<file path="config.mk">
export PLATFORM = sky130hd
export DESIGN_NAME = gpio_pin_function_config
export DESIGN_NICKNAME = d
export VERILOG_FILES = /design/src/rtl/pin_cfg_pkg.sv /design/src/rtl/pin_drive_cell.sv /design/src/rtl/gpio_pin_function_config.sv
export SDC_FILE = /design/constraint.sdc
export NUM_CORES = 1
export LEC_CHECK = 0
export BUFFER_PORTS_ARGS = -buffer_cell sky130_fd_sc_hd__buf_2
export CAP_MARGIN = 20
export CORE_MARGIN = 10
export CORE_UTILIZATION = 45
export CTS_BUF_LIST = sky130_fd_sc_hd__clkbuf_16
export DETAILED_ROUTE_END_ITERATION = 12
export HOLD_SLACK_MARGIN = 0.06
export PLACE_DENSITY_LB_ADDON = 0.1
export SYNTH_ARGS = -nofsm -noshare
export SYNTH_HDL_FRONTEND = slang
export SYNTH_SLANG_ARGS = --single-unit
</file>
<file path="constraint.sdc">
create_clock -name i_core_clk -period 3.69 [get_ports i_core_clk]
set_clock_uncertainty 0.2 [all_clocks]
set_input_delay 0.1845 -clock i_core_clk [delete_from_list [all_inputs] [get_ports i_core_clk]]
set_output_delay 0.1845 -clock i_core_clk [all_outputs]
set_load 0.02 [all_outputs]
</file>
<file path="src/rtl/pin_cfg_pkg.sv">
// shared constants and types for the pin function configuration block
// Functional notes
// Pull control bit 7 enables the pin pull-up resistor.
// Bit 6 enables pull-down only when pull-up is not also enabled.
// Handshake-out pins: 3-bit code selects GPIO in/OD/PP or handshake OD/PP.
// Host pairs handshake-out with handshake-in and leaves the partner pin as GPIO.
// Carrier pin: 2-bit code selects GPIO input, open-drain or push-pull.
// Ring pin: 2-bit code selects GPIO in, OD, PP or ring input.
// Ring byte bit 5 enables ring pin as remote-wakeup source.
// Host enables remote wakeup globally before pin wakeup enables matter.
// Serial byte: bits 7:6 pull receive pin, bit 5 enables receive wakeup.
// Serial byte bits 1:0 select transmit open-drain or push-pull; receive fixed.
// Indicator codes 000/100: first high, second low in suspend or bus reset.
// Codes 001 suspend, 010 suspend or unconfigured, 011 bus reset, active high.
// Codes 101, 110, 111 mirror 001, 010, 011 but active low.
// Indicator bits 1:0 select open-drain or push-pull; others reserved.
// Suspend masks map GPIO0-3, 4-5, 6-9 to bits 3:0, 7:6, 13:10.
// Override off: GPIOs hold their pre-suspend output state in suspend.
// Override on: GPIOs take suspend mask level and drive type.
// Level mask bit 0 drives low, 1 drives high.
// Drive mask bit 0 gives open-drain, 1 gives push-pull.
// Override on: clock-output GPIO0 held low in suspend.
// Override on: RS-485 direction pin held deasserted in suspend.
// Defaults: transmit 0x02, GPIO0/6/7 0x00, GPIO1-5 0x03, GPIO8/9 0x02.
// Host enables hardware flow control before relying on default handshake pins.
// Reserved codes leave the pin as high-impedance input; reserved bits read zero.
package pin_cfg_pkg;
    localparam int NUM_GPIO = 10;
    localparam int IDX_W = 5;
    localparam int LAST_IDX = 19;
    // byte positions inside the configuration report
    localparam logic [4:0] IDX_REPORT_ID = 5'h00;
    localparam logic [4:0] IDX_CLK = 5'h01;
    localparam logic [4:0] IDX_RTS = 5'h02;
    localparam logic [4:0] IDX_CTS = 5'h03;
    localparam logic [4:0] IDX_RS485 = 5'h04;
    localparam logic [4:0] IDX_TX_TG = 5'h05;
    localparam logic [4:0] IDX_RX_TG = 5'h06;
    localparam logic [4:0] IDX_CD = 5'h07;
    localparam logic [4:0] IDX_RI = 5'h08;
    localparam logic [4:0] IDX_DTR = 5'h09;
    localparam logic [4:0] IDX_DSR = 5'h0A;
    localparam logic [4:0] IDX_SER = 5'h0B;
    localparam logic [4:0] IDX_IND_A = 5'h0C;
    localparam logic [4:0] IDX_IND_B = 5'h0D;
    localparam logic [4:0] IDX_LVL_MSB = 5'h0E;
    localparam logic [4:0] IDX_LVL_LSB = 5'h0F;
    localparam logic [4:0] IDX_DRV_MSB = 5'h10;
    localparam logic [4:0] IDX_DRV_LSB = 5'h11;
    localparam logic [4:0] IDX_RS485_POL = 5'h12;
    localparam logic [4:0] IDX_CLKDIV = 5'h13;
    localparam logic [7:0] REPORT_ID = 8'h66;
    // field positions
    localparam int PULL_UP_BIT = 7;
    localparam int PULL_DN_BIT = 6;
    localparam int WAKE_BIT = 5;
    localparam int OVERRIDE_BIT = 15;
    // writable-bit masks, reserved bits stay zero
    localparam logic [7:0] MASK_GEN = 8'hC3;
    localparam logic [7:0] MASK_HSO = 8'hC7;
    localparam logic [7:0] MASK_WAKE = 8'hE3;
    localparam logic [7:0] MASK_IND = 8'h1F;
    localparam logic [7:0] MASK_LVL_MSB = 8'h3C;
    localparam logic [7:0] MASK_DRV_MSB = 8'hBC;
    localparam logic [7:0] MASK_MASK_LSB = 8'hCF;
    localparam logic [7:0] MASK_POL = 8'h01;
    localparam logic [7:0] MASK_ALL = 8'hFF;
    // reset values
    localparam logic [7:0] RST_GPIO_IN = 8'h00;
    localparam logic [7:0] RST_FUNC = 8'h03;
    localparam logic [7:0] RST_PP = 8'h02;
    localparam logic [7:0] RST_IND_A = 8'h0A;
    localparam logic [7:0] RST_IND_B = 8'h1A;
    localparam logic [7:0] RST_POL = 8'h01;
    localparam logic [7:0] RST_ZERO = 8'h00;
    // function codes
    localparam logic [1:0] C2_IN = 2'b00;
    localparam logic [1:0] C2_OD = 2'b01;
    localparam logic [1:0] C2_PP = 2'b10;
    localparam logic [1:0] C2_FN = 2'b11;
    localparam logic [2:0] C3_IN = 3'b000;
    localparam logic [2:0] C3_OD = 3'b001;
    localparam logic [2:0] C3_PP = 3'b010;
    localparam logic [2:0] C3_FN_OD = 3'b011;
    localparam logic [2:0] C3_FN_PP = 3'b100;
    typedef enum logic [1:0] {DRV_IN, DRV_OD, DRV_PP} drive_t;
endpackage

</file>
<file path="src/rtl/pin_drive_cell.sv">
// one pad driver with suspend hold and suspend override
module pin_drive_cell (
    input wire logic i_core_clk,
    input wire logic i_rst_n,
    input wire pin_cfg_pkg::drive_t i_mode,
    input wire logic i_level,
    input wire logic i_suspend,
    input wire logic i_override,
    input wire logic i_sus_level,
    input wire logic i_sus_drive,
    input wire logic i_force,
    input wire logic i_force_level,
    output logic o_pad_out,
    output logic o_pad_oe
);
    import pin_cfg_pkg::*;
    logic out_d;
    logic oe_d;
    drive_t eff_mode;
    logic eff_level;

    always_comb begin
        eff_mode = i_mode;
        eff_level = i_level;
        if (i_suspend && i_override) begin
            // suspend override mask
            eff_level = i_sus_level;
            // drive mask type
            eff_mode = i_sus_drive ? DRV_PP : DRV_OD;
            if (i_force) begin
                eff_mode = DRV_PP;
                eff_level = i_force_level;
            end
        end
        unique case (eff_mode)
            DRV_OD: begin
                out_d = 1'b0;
                oe_d = !eff_level;
            end
            DRV_PP: begin
                out_d = eff_level;
                oe_d = 1'b1;
            end
            default: begin
                out_d = 1'b0;
                oe_d = 1'b0;
            end
        endcase
        // hold pre-suspend state
        if (i_suspend && !i_override) begin
            out_d = o_pad_out;
            oe_d = o_pad_oe;
        end
    end

    always_ff @(posedge i_core_clk or negedge i_rst_n) begin
        if (!i_rst_n) begin
            o_pad_out <= 1'b0;
            o_pad_oe <= 1'b0;
        end else begin
            o_pad_out <= out_d;
            o_pad_oe <= oe_d;
        end
    end
endmodule

</file>
<file path="src/rtl/gpio_pin_function_config.sv">
// pin function, pull, indicator and suspend configuration for the bridge pins
module gpio_pin_function_config (
    input wire logic i_core_clk,
    input wire logic i_rst_n,
    input wire logic i_cfg_wr,
    input wire logic i_cfg_rd,
    input wire logic [pin_cfg_pkg::IDX_W-1:0] i_cfg_idx,
    input wire logic [7:0] i_cfg_wdata,
    input wire logic i_cfg_end,
    input wire logic i_usb_suspend,
    input wire logic i_usb_bus_reset,
    input wire logic i_usb_configured,
    input wire logic i_usb_rwake_en,
    input wire logic [pin_cfg_pkg::NUM_GPIO-1:0] i_gpio_level,
    input wire logic [pin_cfg_pkg::NUM_GPIO-1:0] i_pad_in,
    input wire logic i_rx_pad_in,
    input wire logic i_txd,
    input wire logic i_rts_n,
    input wire logic i_dtr_n,
    input wire logic i_clk_gen,
    input wire logic i_rs485_dir,
    input wire logic i_tx_toggle_out,
    input wire logic i_rx_toggle_out,
    output logic [7:0] o_cfg_rdata,
    output logic o_cfg_locked,
    output logic [pin_cfg_pkg::NUM_GPIO-1:0] o_pad_out,
    output logic [pin_cfg_pkg::NUM_GPIO-1:0] o_pad_oe,
    output logic [pin_cfg_pkg::NUM_GPIO-1:0] o_pull_up,
    output logic [pin_cfg_pkg::NUM_GPIO-1:0] o_pull_dn,
    output logic [pin_cfg_pkg::NUM_GPIO-1:0] o_pin_in,
    output logic o_cts_in_n,
    output logic o_dsr_in_n,
    output logic o_ri_in_n,
    output logic o_tx_out,
    output logic o_tx_oe,
    output logic o_rx_pull_up,
    output logic o_rx_pull_dn,
    output logic o_bus_indicator_a,
    output logic o_bus_indicator_a_oe,
    output logic o_bus_indicator_b,
    output logic o_bus_indicator_b_oe,
    output logic o_wake_req
);
    import pin_cfg_pkg::*;

    logic [7:0] cfg_q [1:LAST_IDX];
    logic [7:0] cfg_d [1:LAST_IDX];
    logic lock_q;
    logic lock_d;
    logic [7:0] rdata_q;
    logic [7:0] rdata_d;
    drive_t gpio_mode [NUM_GPIO];
    logic [NUM_GPIO-1:0] gpio_lvl;
    logic [NUM_GPIO-1:0] force_en;
    logic [NUM_GPIO-1:0] force_lvl;
    logic [15:0] lvl_mask;
    logic [15:0] drv_mask;
    logic override;
    logic [NUM_GPIO-1:0] pu_d, pd_d, pu_q, pd_q;
    logic [NUM_GPIO-1:0] pin_in_q;
    logic rx_in_q;
    logic tx_out_d, tx_oe_d, tx_out_q, tx_oe_q;
    logic ind_a_d, ind_a_oe_d, ind_b_d, ind_b_oe_d;
    logic ind_a_q, ind_a_oe_q, ind_b_q, ind_b_oe_q;
    logic cts_d, dsr_d, ri_d, cts_q, dsr_q, ri_q;
    logic wake_d, wake_q, rx_pu_d, rx_pd_d, rx_pu_q, rx_pd_q;

    function automatic logic [7:0] wmask(input int idx);
        unique case (idx)
            IDX_RTS, IDX_DTR: wmask = MASK_HSO;
            IDX_RI, IDX_SER: wmask = MASK_WAKE;
            IDX_IND_A, IDX_IND_B: wmask = MASK_IND;
            IDX_LVL_MSB: wmask = MASK_LVL_MSB;
            IDX_DRV_MSB: wmask = MASK_DRV_MSB;
            IDX_LVL_LSB, IDX_DRV_LSB: wmask = MASK_MASK_LSB;
            IDX_RS485_POL: wmask = MASK_POL;
            IDX_CLKDIV: wmask = MASK_ALL;
            default: wmask = MASK_GEN;
        endcase
    endfunction

    function automatic logic [7:0] rst_val(input int idx);
        unique case (idx)
            IDX_CLK, IDX_CD, IDX_RI: rst_val = RST_GPIO_IN;
            IDX_RTS, IDX_CTS, IDX_RS485, IDX_TX_TG, IDX_RX_TG: rst_val = RST_FUNC;
            IDX_DTR, IDX_DSR, IDX_SER: rst_val = RST_PP;
            IDX_IND_A: rst_val = RST_IND_A;
            IDX_IND_B: rst_val = RST_IND_B;
            IDX_RS485_POL: rst_val = RST_POL;
            default: rst_val = RST_ZERO;
        endcase
    endfunction

    // two-bit field shared by generic, carrier and ring pins
    function automatic drive_t dec2(input logic [1:0] code);
        unique case (code)
            C2_OD: dec2 = DRV_OD;
            C2_PP: dec2 = DRV_PP;
            default: dec2 = DRV_IN;
        endcase
    endfunction

    // indicator level from its code and the bus conditions
    function automatic logic ind_level(input logic [2:0] code, input logic first);
        logic act;
        logic cond;
        act = 1'b0;
        cond = 1'b0;
        unique case (code[1:0])
            2'b01: cond = i_usb_suspend;
            2'b10: cond = i_usb_suspend || !i_usb_configured;
            2'b11: cond = i_usb_bus_reset;
            default: cond = i_usb_suspend || i_usb_bus_reset;
        endcase
        if (code[1:0] == 2'b00) begin
            // first high, second low
            act = first;
        end else begin
            // upper codes active low
            act = !code[2];
        end
        ind_level = cond ? act : !act;
    endfunction

    // configuration report storage, single use
    always_comb begin
        for (int k = 1; k <= LAST_IDX; k++) begin
            cfg_d[k] = cfg_q[k];
        end
        lock_d = lock_q || i_cfg_end;
        rdata_d = rdata_q;
        if (i_cfg_wr && !lock_q) begin
            for (int k = 1; k <= LAST_IDX; k++) begin
                // reserved bits stay zero
                if (i_cfg_idx == IDX_W'(k)) begin
                    cfg_d[k] = i_cfg_wdata & wmask(k);
                end
            end
        end
        if (i_cfg_rd) begin
            rdata_d = 8'h00;
            if (i_cfg_idx == IDX_REPORT_ID) begin
                rdata_d = REPORT_ID;
            end
            for (int k = 1; k <= LAST_IDX; k++) begin
                if (i_cfg_idx == IDX_W'(k)) begin
                    rdata_d = cfg_q[k];
                end
            end
        end
    end

    always_ff @(posedge i_core_clk or negedge i_rst_n) begin
        if (!i_rst_n) begin
            // power-up defaults
            for (int k = 1; k <= LAST_IDX; k++) begin
                cfg_q[k] <= rst_val(k);
            end
            lock_q <= 1'b0;
            rdata_q <= 8'h00;
        end else begin
            for (int k = 1; k <= LAST_IDX; k++) begin
                cfg_q[k] <= cfg_d[k];
            end
            lock_q <= lock_d;
            rdata_q <= rdata_d;
        end
    end

    // GPIO function selection
    always_comb begin
        lvl_mask = {cfg_q[IDX_LVL_MSB], cfg_q[IDX_LVL_LSB]};
        drv_mask = {cfg_q[IDX_DRV_MSB], cfg_q[IDX_DRV_LSB]};
        override = drv_mask[OVERRIDE_BIT];
        force_en = '0;
        force_lvl = '0;
        gpio_lvl = i_gpio_level;
        gpio_mode[0] = dec2(cfg_q[IDX_CLK][1:0]);
        gpio_mode[2] = dec2(cfg_q[IDX_CTS][1:0]);
        gpio_mode[3] = dec2(cfg_q[IDX_RS485][1:0]);
        gpio_mode[4] = dec2(cfg_q[IDX_TX_TG][1:0]);
        gpio_mode[5] = dec2(cfg_q[IDX_RX_TG][1:0]);
        // carrier pin field
        gpio_mode[6] = dec2(cfg_q[IDX_CD][1:0]);
        // ring pin field
        gpio_mode[7] = dec2(cfg_q[IDX_RI][1:0]);
        gpio_mode[9] = dec2(cfg_q[IDX_DSR][1:0]);
        if (cfg_q[IDX_CLK][1:0] == C2_FN) begin
            gpio_mode[0] = DRV_PP;
            gpio_lvl[0] = i_clk_gen;
            // clock stopped low
            force_en[0] = 1'b1;
        end
        if (cfg_q[IDX_RS485][1:0] == C2_FN) begin
            gpio_mode[3] = DRV_PP;
            gpio_lvl[3] = i_rs485_dir ~^ cfg_q[IDX_RS485_POL][0];
            // direction enable deasserted
            force_en[3] = 1'b1;
            force_lvl[3] = !cfg_q[IDX_RS485_POL][0];
        end
        if (cfg_q[IDX_TX_TG][1:0] == C2_FN) begin
            gpio_mode[4] = DRV_PP;
            gpio_lvl[4] = i_tx_toggle_out;
        end
        if (cfg_q[IDX_RX_TG][1:0] == C2_FN) begin
            gpio_mode[5] = DRV_PP;
            gpio_lvl[5] = i_rx_toggle_out;
        end
        // handshake-out decode
        unique case (cfg_q[IDX_RTS][2:0])
            C3_IN: gpio_mode[1] = DRV_IN;
            C3_OD: gpio_mode[1] = DRV_OD;
            C3_PP: gpio_mode[1] = DRV_PP;
            C3_FN_OD: gpio_mode[1] = DRV_OD;
            C3_FN_PP: gpio_mode[1] = DRV_PP;
            default: gpio_mode[1] = DRV_IN;
        endcase
        unique case (cfg_q[IDX_DTR][2:0])
            C3_IN: gpio_mode[8] = DRV_IN;
            C3_OD: gpio_mode[8] = DRV_OD;
            C3_PP: gpio_mode[8] = DRV_PP;
            C3_FN_OD: gpio_mode[8] = DRV_OD;
            C3_FN_PP: gpio_mode[8] = DRV_PP;
            default: gpio_mode[8] = DRV_IN;
        endcase
        if (cfg_q[IDX_RTS][2:0] == C3_FN_OD || cfg_q[IDX_RTS][2:0] == C3_FN_PP) begin
            gpio_lvl[1] = i_rts_n;
        end
        if (cfg_q[IDX_DTR][2:0] == C3_FN_OD || cfg_q[IDX_DTR][2:0] == C3_FN_PP) begin
            gpio_lvl[8] = i_dtr_n;
        end
    end

    generate
        for (genvar g = 0; g < NUM_GPIO; g++) begin : g_pin
            // mask bit position of this GPIO
            localparam int MB = (g < 4) ? g : ((g < 6) ? g + 2 : g + 4);
            localparam int CI = (g == 0) ? IDX_CLK : (g == 1) ? IDX_RTS :
                (g == 2) ? IDX_CTS : (g == 3) ? IDX_RS485 : (g == 4) ? IDX_TX_TG :
                (g == 5) ? IDX_RX_TG : (g == 6) ? IDX_CD : (g == 7) ? IDX_RI :
                (g == 8) ? IDX_DTR : IDX_DSR;
            always_comb begin
                // pull-up bit
                pu_d[g] = cfg_q[CI][PULL_UP_BIT];
                // pull-down only without pull-up
                pd_d[g] = cfg_q[CI][PULL_DN_BIT] && !cfg_q[CI][PULL_UP_BIT];
            end
            pin_drive_cell u_cell (
                .i_core_clk(i_core_clk),
                .i_rst_n(i_rst_n),
                .i_mode(gpio_mode[g]),
                .i_level(gpio_lvl[g]),
                .i_suspend(i_usb_suspend),
                .i_override(override),
                .i_sus_level(lvl_mask[MB]),
                .i_sus_drive(drv_mask[MB]),
                .i_force(force_en[g]),
                .i_force_level(force_lvl[g]),
                .o_pad_out(o_pad_out[g]),
                .o_pad_oe(o_pad_oe[g])
            );
        end
    endgenerate

    // serial, indicator, function input and wakeup paths
    always_comb begin
        tx_out_d = 1'b0;
        tx_oe_d = 1'b0;
        // transmit drive type
        unique case (cfg_q[IDX_SER][1:0])
            C2_OD: tx_oe_d = !i_txd;
            C2_PP: begin
                tx_out_d = i_txd;
                tx_oe_d = 1'b1;
            end
            default: tx_oe_d = 1'b0;
        endcase
        // indicator conditions
        ind_a_d = ind_level(cfg_q[IDX_IND_A][4:2], 1'b1);
        ind_b_d = ind_level(cfg_q[IDX_IND_B][4:2], 1'b0);
        // indicator drive type
        ind_a_oe_d = (cfg_q[IDX_IND_A][1:0] == C2_PP) ||
            ((cfg_q[IDX_IND_A][1:0] == C2_OD) && !ind_a_d);
        ind_b_oe_d = (cfg_q[IDX_IND_B][1:0] == C2_PP) ||
            ((cfg_q[IDX_IND_B][1:0] == C2_OD) && !ind_b_d);
        if (cfg_q[IDX_IND_A][1:0] != C2_PP) begin
            ind_a_d = 1'b0;
        end
        if (cfg_q[IDX_IND_B][1:0] != C2_PP) begin
            ind_b_d = 1'b0;
        end
        cts_d = (cfg_q[IDX_CTS][1:0] == C2_FN) ? i_pad_in[2] : 1'b1;
        dsr_d = (cfg_q[IDX_DSR][1:0] == C2_FN) ? i_pad_in[9] : 1'b1;
        ri_d = (cfg_q[IDX_RI][1:0] == C2_FN) ? i_pad_in[7] : 1'b1;
        // ring wakeup, receive wakeup, both gated by global enable
        wake_d = i_usb_suspend && i_usb_rwake_en &&
            ((cfg_q[IDX_RI][WAKE_BIT] && pin_in_q[7] && !i_pad_in[7]) ||
            (cfg_q[IDX_SER][WAKE_BIT] && rx_in_q && !i_rx_pad_in));
        rx_pu_d = cfg_q[IDX_SER][PULL_UP_BIT];
        rx_pd_d = cfg_q[IDX_SER][PULL_DN_BIT] && !rx_pu_d;
    end

    always_ff @(posedge i_core_clk or negedge i_rst_n) begin
        if (!i_rst_n) begin
            pu_q <= '0;
            pd_q <= '0;
            pin_in_q <= '1;
            rx_in_q <= 1'b1;
            tx_out_q <= 1'b0;
            tx_oe_q <= 1'b0;
            ind_a_q <= 1'b0;
            ind_a_oe_q <= 1'b0;
            ind_b_q <= 1'b0;
            ind_b_oe_q <= 1'b0;
            cts_q <= 1'b1;
            dsr_q <= 1'b1;
            ri_q <= 1'b1;
            {wake_q, rx_pu_q, rx_pd_q} <= 3'h0;
        end else begin
            pu_q <= pu_d;
            pd_q <= pd_d;
            pin_in_q <= i_pad_in;
            rx_in_q <= i_rx_pad_in;
            tx_out_q <= tx_out_d;
            tx_oe_q <= tx_oe_d;
            ind_a_q <= ind_a_d;
            ind_a_oe_q <= ind_a_oe_d;
            ind_b_q <= ind_b_d;
            ind_b_oe_q <= ind_b_oe_d;
            cts_q <= cts_d;
            dsr_q <= dsr_d;
            ri_q <= ri_d;
            {wake_q, rx_pu_q, rx_pd_q} <= {wake_d, rx_pu_d, rx_pd_d};
        end
    end

    assign o_cfg_rdata = rdata_q;
    assign o_cfg_locked = lock_q;
    assign o_pull_up = pu_q;
    assign o_pull_dn = pd_q;
    assign o_pin_in = pin_in_q;
    assign o_cts_in_n = cts_q;
    assign o_dsr_in_n = dsr_q;
    assign o_ri_in_n = ri_q;
    assign o_tx_out = tx_out_q;
    assign o_tx_oe = tx_oe_q;
    assign o_rx_pull_up = rx_pu_q;
    assign o_rx_pull_dn = rx_pd_q;
    assign o_bus_indicator_a = ind_a_q;
    assign o_bus_indicator_a_oe = ind_a_oe_q;
    assign o_bus_indicator_b = ind_b_q;
    assign o_bus_indicator_b_oe = ind_b_oe_q;
    assign o_wake_req = wake_q;
endmodule

</file>
# After elaboration in Yosys (flattened, before gate mapping)
# Cells that the tools add are included.
dict set report totals {
  register_bits 224
  inputBits 50
  out_inout_bits 71
  word_cells 399
}
dict set report op_classes {
  n_eq_ne 84
  n_mux 148
  bitwise_logic 20
  n_reduce_logical 90
}
# cell n
set ops {}
lappend ops {{8-bit two-way mux} 57}
lappend ops {{8-bit bitwise AND} 19}
lappend ops {{2-bit == test, second input constant} 32}
lappend ops {{2-bit two-way mux} 26}
lappend ops {{2-bit by 1-bit == test with 1-bit output, second input constant} 23}
lappend ops {{1-bit two-way mux} 41}
lappend ops {{5-bit by 4-bit == test with 1-bit output, second input constant} 8}
lappend ops {{2-bit one-hot mux with 2 select lines} 10}
lappend ops {{2-bit AND reduction} 19}
lappend ops {{1-bit logical NOT} 34}
lappend ops {{1-bit logical AND} 22}
lappend ops {{1-bit one-hot mux with 2 select lines} 11}
lappend ops {{5-bit by 3-bit == test with 1-bit output, second input constant} 4}
lappend ops {{5-bit == test, second input constant} 4}
lappend ops {{3-bit by 2-bit == test with 1-bit output, second input constant} 4}
lappend ops {{5-bit by 2-bit == test with 1-bit output, second input constant} 2}
lappend ops {{1-bit logical OR} 8}
lappend ops {{2-bit OR reduction} 4}
lappend ops {{7-bit two-way mux} 1}
lappend ops {{3-bit by 1-bit == test with 1-bit output, second input constant} 2}
lappend ops {{3-bit == test, second input constant} 2}
lappend ops {{1-bit one-hot mux with 3 select lines} 2}
lappend ops {{5-bit by 1-bit == test with 1-bit output, second input constant} 1}
lappend ops {{5-bit logical NOT} 1}
lappend ops {{other kinds (3)} 5}

# Logic depth before layout (Yosys ltp)
# Gate-level depths: netlist of the first run.
dict set report logic_depth {
  ltp_word 21
  mapped_depth 10
  mapped_depth_nobuf 8
}

# By module
# From an unflattened synthesis of the first run, not the netlist that was laid out.
dict set report hier_totals {
  hier_cells 763
  hier_area_um2 8549.4
}
# module instances cells_per_inst area_each_um2
set by_module_without_submodules {}
lappend by_module_without_submodules {gpio_pin_function_config 1 553 6510.0}
lappend by_module_without_submodules {pin_drive_cell 10 21 203.9}

# Worst setup path before layout of the first run
# Ideal clock, no wire load.
dict set report synth_timing {
  path_kind {reg-to-reg}
  from {register cfg_q[31] (netlist bit)}
  to {register g_pin[8].u_cell.o_pad_oe}
  t_arrival_ps 1822
  required_ps 3394
  setup_slack_ps 1572
  stages_incl_launch_ff 9
  path_buffers 3
  period_less_slack_ps 2118
  cell_sequence {dfrtp_1 > and2_1 > buf_2 > buf_2 > buf_2 > o31ai_1 > inv_1 > ha_1 > o31ai_1}
}
dict set report synth_between {
  elab_chain_len 4
}
# element line_no
set synth_lines {}
lappend synth_lines {{start, declared} gpio_pin_function_config.sv:46} ;# logic [7:0] cfg_q [1:LAST_IDX];
lappend synth_lines {{start signal, assigned by index} gpio_pin_function_config.sv:157} ;# cfg_q[k] <= rst_val(k);
lappend synth_lines {{start signal, assigned by index} gpio_pin_function_config.sv:163} ;# cfg_q[k] <= cfg_d[k];
lappend synth_lines {{1-bit logical AND} pin_drive_cell.sv:25} ;# if (i_suspend && i_override) begin
lappend synth_lines {{2-bit two-way mux or 1-bit two-way mux (tied branches)} pin_drive_cell.sv:25}
lappend synth_lines {{2-bit == test, or another cell as far along} pin_drive_cell.sv:35} ;# unique case (eff_mode)
lappend synth_lines {{1-bit one-hot mux with 2 select lines} pin_drive_cell.sv:35}
lappend synth_lines {{end signal, assigned} pin_drive_cell.sv:59} ;# o_pad_oe <= 1'b0;
lappend synth_lines {{end signal, assigned} pin_drive_cell.sv:62} ;# o_pad_oe <= oe_d;
lappend synth_lines {{end, declared} pin_drive_cell.sv:14} ;# output logic o_pad_oe
# Parallel ways exist; a longest one is shown, timed or not.
# A chain may end at the register's enable or synchronous reset.

# Final worst setup path of the first run
dict set report layout_timing {
  from {register cfg_q[31] (netlist bit)}
  to {register g_pin[0].u_cell.o_pad_out}
}
dict set report layout_between {
  elab_chain_len 4
}
# element line_no
set layout_lines {}
lappend layout_lines {{1-bit logical AND} pin_drive_cell.sv:25}
lappend layout_lines {{2-bit two-way mux} pin_drive_cell.sv:25}
lappend layout_lines {{2-bit == test} pin_drive_cell.sv:35}
lappend layout_lines {{1-bit two-way mux} pin_drive_cell.sv:35}
lappend layout_lines {{end signal, assigned} pin_drive_cell.sv:61} ;# o_pad_out <= out_d;
lappend layout_lines {{end, declared} pin_drive_cell.sv:13} ;# output logic o_pad_out,
# Parallel ways exist; a longest one is shown, timed or not.

==> results of run 1 <==
## power by group through the flow
stage	logic (mW)	registers [mW]	clock network (mW)
global route	0.365	1.82	1.89
floorplan	0.150	1.86	0
global placement	0.302	1.85	0
CTS	0.333	1.82	1.83
finish	0.334	1.82	1.79
detailed placement	0.309	1.85	0
## registers in the layout (all words and copies together) (netlist names)
name,flops
cfg_q,88
g_pin.u_cell.o_pad_oe,10
g_pin.u_cell.o_pad_out,10
o_bus_indicator_a,1
o_bus_indicator_a_oe,1
o_bus_indicator_b,1
o_bus_indicator_b_oe,1
o_cfg_locked,1
o_cfg_rdata,8
o_cts_in_n,1
o_dsr_in_n,1
o_pin_in,10
o_pull_dn,10
o_pull_up,10
o_ri_in_n,1
o_rx_pull_dn,1
o_rx_pull_up,1
o_tx_oe,1
o_tx_out,1
o_wake_req,1
rx_in_q,1
## per-layer routing
layer / wire length, um / track usage (%) / vias up
li1: - / - / 2926
met1: 11000 / 26.4 / 3164
met2: 11300 / 31.8 / 219
met3: 1490 / 5.10 / 33
met4: 484 / 6.77 / 0
met5: 0 / 0 / -
## worst max-delay path, stage by stage (launching register included)
cell and delay [ns]:
dfrtp_1 0.50, and2_1 0.78, nand2_1 0.13, a31o_2 0.27, dlygate4sd3_1 0.55, o21ai_0 0.15
## layout make-up
| cell class | count | area, um^2 | share of cell area [%] |
|---|---|---|---|
| clock inverter | 15 | 169 | 1.73 |
| sequential | 160 | 4050 | 41.5 |
| inverter | 39 | 146 | 1.50 |
| multi-input combinational | 505 | 3710 | 38.0 |
| timing repair buffer | 156 | 970 | 9.95 |
| tap | 229 | 287 | 2.94 |
| clock buffer | 17 | 425 | 4.36 |
## worst max-delay path by stage
stage                     slack [ns]  startpoint                        end  cells after the start
after global placement          1.20   cfg_q[31]   g_pin[1].u_cell.o_pad_oe                      6
after floorplan                 1.57   cfg_q[31]   g_pin[8].u_cell.o_pad_oe                      8
final                           1.01   cfg_q[31]  g_pin[0].u_cell.o_pad_out                      5
after global routing            0.83   cfg_q[31]   g_pin[4].u_cell.o_pad_oe                      5
after detailed placement        1.11   cfg_q[31]   g_pin[4].u_cell.o_pad_oe                      5
after CTS                       1.04   cfg_q[31]  g_pin[0].u_cell.o_pad_out                      5
## cell families (layout without fill, tap and decap cells)
logic type,Yosys count,count (layout),synth area share (%)
AOI/OAI and AO/OA,157,157,12.8
xor gates and xnor gates,5,5,0.532
adders and majority gates,22,22,3.34
buffers and inverters,98,227,5.87
DFF,160,160,49.1
muxes,105,105,14.3
and+or+nand+nor,216,216,14.0
## Yosys cell counts, types with 3 or more instances
library cell,n
a21oi_1,31
inv_1,39
buf_4,26
a32oi_1,3
o21ai_0,39
o31ai_1,14
and3b_1,3
and2_1,10
o211ai_1,4
or3_1,4
nand4_1,4
nand2b_1,18
nand3b_1,8
clkbuf_1,18
dfrtp_1,127
xnor2_1,3
nand2_1,78
nor3_1,4
a311oi_1,5
a31oi_1,3
mux2_2,90
a22oi_1,8
and3_1,6
ha_1,22
o22ai_1,3
dfstp_2,33
o21a_1,5
mux2i_1,13
nor2b_1,25
nor2_1,24
buf_2,14
nand3_1,15
a21boi_0,6
a221oi_1,6
o2bb2ai_1,3
## timing repair
action | CTS | global route
buffers inserted | 0 | 0
hold buffers | 29 | 0
hold endpoints to repair | 125 | 0
## metrics by stage
stage | worst slack [ns] | hold slack (ns) | instances | cell area, um^2 | util, %
after floorplan | 1.57 | -0.311 | 763 | 8230 | -
after global routing | 0.826 | 0.0846 | 1121 | 9750 | 54.3
after CTS | 1.04 | 0.0649 | 1120 | 9730 | 54.2
final | 1.01 | 0.0624 | 1121 | 9750 | 54.3
after global placement | 1.20 | 0.0145 | 1059 | 8850 | 49.3
after detailed placement | 1.11 | 0.0322 | 1059 | 8850 | 49.3
==> impl_metrics.ini, run 1 <==
[global_route]
gr-total-overflow = 0
track_usage_pct = 20.1
grt_pass1_wl_um = 37900
grt_antenna_before_repair = 0
first_global_vias = 6584
grt_max_degree = 69

[floorplan]
fp.dieArea_um2 = 24100
die_x_um = 155
num_io_pins = 121
initial_core_util_pct = 45.8
die_h_um = 155
row_count = 49
core_area_um2 = 18000

[power]
p_total_mw = 3.95
irDropWorstVdd_v = 0.000302
powerDensity_nw_per_um2 = 405
pwr-share-comb_pct = 8.5
p_leak_nw = 4.66
p_switching_mw = 1.06
p_int_mw = 2.88
power_frac_seq_pct = 46.1
p_clk_share_pct = 45.4
sw_frac_of_total_pct = 26.9

[synth]
synth_seq_cells = 160
synth_async_sr_flop_share_pct = 100
syn_nets = 835
synth-warning-count = 0
synth_cells = 763
yosysSeqAreaShare_pct = 49.1
netlist_area_um2 = 8230
synthFlopType = dfrtp_1
yosys.cell_types.count = 72
yosys.area.top_type = dfrtp_1
synth_top_area_share_pct = 38.6
yosys-top-cells-area = dfrtp_1 39%, mux2_2 12%, dfstp_2 11%
syn_avg_cell_area_um2 = 10.8
synth_edf_count = 0

[timing]
finalMaxSlewViolations = 0
fin_setup_tns_ns = 0
rsz0062_at_grt = false
fin_crit_ns = 2.68
relSlewSlack_pct = 31.8
period_share_pct = 72.5
max_freq_mhz = 374
worst_slew_pin_slew_ns = 1.02
finalSetupViolCount = 0
hold_violations = 0

[hold_path]
hold_end = cfg_q[86]
hp-start = i_cfg_wdata[6]
min_path_cells = 2
min_path_type = in -> reg

[placement]
port_buffers = 120
gp_congestion = 0.973
dpl.hpwl_um = 17900

[route]
drtIter0Drc = 401
drt-pass1-iter-count = 5
num_vias = 6342
viasPerCell = 5.66
drc = 0
routed_wl_um = 24200
drtAntennaViolNets = 0
wire_per_inst_um = 21.6

[setup_path]
worstPathArrival_ns = 2.83
crit_type = reg -> reg
crit_path_start_kind = flop
ff2ff_path_depth = 5
cp-end-kind = flop
rr_startpoint = cfg_q[31]
r2r_setup_slack_ns = 1.01
reg2reg_to = g_pin[0].u_cell.o_pad_out
crit_fanout = 27
required_ns = 3.84

[final_layout]
n_antenna_cell = 0
nNetsFinal = 951
layout_commonest_cell = dfrtp_1
area_growth_pct = 18.4
drive_above_1_share_pct = 33.0
n_fill_cell = 1596
final_cell_mix = 127 x dfrtp_1, 119 x buf_2, 90 x mux2_2, 78 x nand2_1

[cts]
clk_latency_ns = 0.43
cts_tree = done
numCtsBuffers = 17
cts_root_buffer = clkbuf_16
clock_path_buffers = 2
post_cts_resized = 0
cts_sinks = 160
htreeDepth = 4
clkSlewWorstSetupHoldPaths_ns = 0.07

[flow_run]
drv_cap = 0

[run_status]
outcome = finished, final reports clean
Power figures use the tool's default switching activity.
==> run 2, diff against run 1 <==
--- a/config.mk
+++ b/config.mk
@@ -5,6 +5,7 @@
 export SDC_FILE = /design/constraint.sdc
 export NUM_CORES = 1
 export LEC_CHECK = 0
+export ABC_AREA = 1
 export BUFFER_PORTS_ARGS = -buffer_cell sky130_fd_sc_hd__buf_2
 export CAP_MARGIN = 20
 export CORE_MARGIN = 10
==> constraint.sdc (replaced) <==
create_clock -name i_core_clk -period 2.2 [get_ports i_core_clk]
set_clock_uncertainty 0.2 [all_clocks]
set_input_delay 0.11 -clock i_core_clk [delete_from_list [all_inputs] [get_ports i_core_clk]]
set_output_delay 0.11 -clock i_core_clk [all_outputs]
set_load 0.02 [all_outputs]
==> impl_metrics.ini, run 2 <==
[setup_path]
cp_top_family = buffers and inverters
crit_type = reg -> reg
cpPeakStageDelay_ns = 0.57
cp_slowest_cell = dlygate4sd3_1
crit_path_start_kind = flop
cp_cell_sequence = nand2_1, nand2_1, nand2_1, nand2_1, nand3_1, dlygate4sd3_1, o21ai_2, a21oi_1, o31ai_1
worstPathArrival_ns = 2.20
crit_fanout = 4
crit_top_cell = nand2_1
required_ns = 2.33
cp-end-kind = flop
worst-path-buf-inv = 1

[floorplan]
num_io_pins = 121
initial_core_util_pct = 45.9
die_x_um = 150
fp.dieArea_um2 = 22500
core_area_um2 = 16600
row_count = 47
die_h_um = 150

[route]
num_vias = 6509
drtAntennaViolNets = 0
drtIter0Drc = 469
viasPerCell = 4.95
routed_wl_um = 21400
drt-pass1-iter-count = 5
wire_per_inst_um = 16.3
drc = 0

[timing]
finalSetupViolCount = 0
fin_setup_tns_ns = 0
worst_slew_pin_slew_ns = 0.710
max_freq_mhz = 483
fin_crit_ns = 2.07
period_share_pct = 94.2
finalMaxSlewViolations = 0
relSlewSlack_pct = 52.6
hold_violations = 0

[final_layout]
drive_above_1_share_pct = 21.8
final_cell_mix = 243 x nand2_1, 127 x dfrtp_1, 123 x o21ai_0, 119 x buf_2, 107 x inv_1
n_fill_cell = 1555
nNetsFinal = 1153
largest_register = cfg_q
largest_reg_flops = 88
area_growth_pct = 25.3
stdcell_area_um2 = 9540
layout_commonest_cell = nand2_1
utilization_pct = 57.5

[global_route]
gr-total-overflow = 0
track_usage_pct = 19.4
grt_antenna_before_repair = 0
grt_pass1_wl_um = 34000
first_global_vias = 6406
grt_max_degree = 55

[cts]
htreeDepth = 4
clock_path_buffers = 2
cts_tree = done
cts_root_buffer = clkbuf_16
cts_sinks = 160
clkSlewWorstSetupHoldPaths_ns = 0.06
clk_latency_ns = 0.42
numCtsBuffers = 17

[synth]
synth_async_sr_flop_share_pct = 100
yosys.cell_types.count = 37
synth-warning-count = 0
syn_avg_cell_area_um2 = 8.34
synthTopCellsByCount = 247 x nand2_1, 127 x dfrtp_1, 126 x o21ai_0
synth_edf_count = 0
synth.most_common_cell = nand2_1
syn_nets = 985
synth_cells = 913
yosys-top-cells-area = dfrtp_1 42%, nand2_1 12%, dfstp_2 11%
synth_top_area_share_pct = 41.7
synthFlopType = dfrtp_1
yosysSeqAreaShare_pct = 53.1
synth_seq_cells = 160
yosys.area.top_type = dfrtp_1
netlist_area_um2 = 7610

[placement]
placed_cell_area_um2 = 8450
dpl.hpwl_um = 15900
port_buffers = 120
gp_congestion = 0.904

[flow_run]
drv_cap = 0

[power]
powerDensity_nw_per_um2 = 687
p_total_mw = 6.55
irDropWorstVdd_v = 0.000538
p_leak_nw = 4.76

[hold_path]
min_path_type = in -> reg

[run_status]
outcome = finished, final reports clean
## run 2: cell types whose count changed after synthesis, moves of 8 or more
| cell | previous run | this run |
|---|---|---|
| nand2_1 | 78 | 247 |
| mux2i_1 | 13 | 0 |
| inv_1 | 39 | 106 |
| o21ai_0 | 39 | 126 |
| and2_1 | 10 | 0 |
| nor2b_1 | 25 | 0 |
| nand3_1 | 15 | 37 |
| nand2b_1 | 18 | 0 |
| buf_2 | 14 | 0 |
| nor2_1 | 24 | 70 |
| mux2_2 | 90 | 0 |
| a22oi_1 | 8 | 0 |
| o31ai_1 | 14 | 6 |
## run 2: metal layers
metal	wire length (um)	part of all wire, %	global-route usage (%)
met3	1300	6.1	4.05
met1	9960	47	26.1
met5	0	0	0
met2	9690	45	30.3
met4	454	2.1	6.75
## run 2: area by class of cell
class                      count  area [um^2]  area share, %
antenna                        1         2.50         0.0262
timing repair buffer         186         1250           13.1
clock inverter                15          171           1.80
tap                          220          275           2.88
multi-input combinational    607         2960           31.1
inverter                     109          412           4.31
sequential                   160         4050           42.4
clock buffer                  17          425           4.46
## run 2: kinds of logic (layout without fill, tap and decap cells)
| family | count (synthesis) | count (layout) | synth area share (%) |
|---|---|---|---|
| other cells | 0 | 1 | 0 |
| buf+inv | 146 | 327 | 8.28 |
| xor+xnor | 2 | 2 | 0.230 |
| simple gates | 384 | 384 | 20.6 |
| flops | 160 | 160 | 53.1 |
| fa+ha+maj | 22 | 22 | 3.61 |
| compound gates | 199 | 199 | 14.2 |
## run 2: metrics by stage
| stage | setup WS (ns) | instances | hold slack [ns] |
|---|---|---|---|
| CTS | 0.0497 | 1311 | 0.0634 |
| finish | 0.128 | 1315 | 0.0599 |
| floorplan | 0.00833 | 913 | -0.386 |
| detailed placement | -0.134 | 1236 | -0.0887 |
| global placement | -0.0702 | 1236 | -0.0888 |
| global route | -0.00452 | 1314 | 0.0964 |
## run 2: what timing repair did
action,CTS,global route
hold endpoints to repair,228,0
gates cloned,0,0
resized for setup,1,15
pin swaps,0,6
hold buffers,43,0
setup buffers,0,3
setup endpoints to repair,8,11
## run 2: path summary, 6_finish.rpt
kind	from	to	slack [ns]	cells past startpoint
worst max-delay path	cfg_q[136]	g_pin[1].u_cell.o_pad_oe	0.13	9
worst min-delay path	i_clk_gen	g_pin[0].u_cell.o_pad_oe	0.06	6
worst max register to register	cfg_q[136]	g_pin[1].u_cell.o_pad_oe	0.13	9
worst min register to register	cfg_q[103]	o_pull_up[6]	0.23	0
max in group asynchronous	i_rst_n	cfg_q[29]	0.54	4
min in group asynchronous	i_rst_n	o_wake_req	0.56	3
## run 2: power breakdown
| group | internal (mW) | switching (mW) | total, mW | leakage, nW |
|---|---|---|---|---|
| Clock | 1.78 | 1.22 | 3.00 | 0.286 |
| Combinational | 0.190 | 0.319 | 0.509 | 2.38 |
| Sequential | 3.01 | 0.0352 | 3.04 | 2.09 |
| Total | 4.98 | 1.57 | 6.55 | 4.76 |
## run 2: tightest hold or removal path, delay by kind of cell
family / cells / cell delay, ns
AOI/OAI and AO/OA: 3 / 0.31
and+or+nand+nor: 2 / 0.14
buffers and inverters: 1 / 0.10
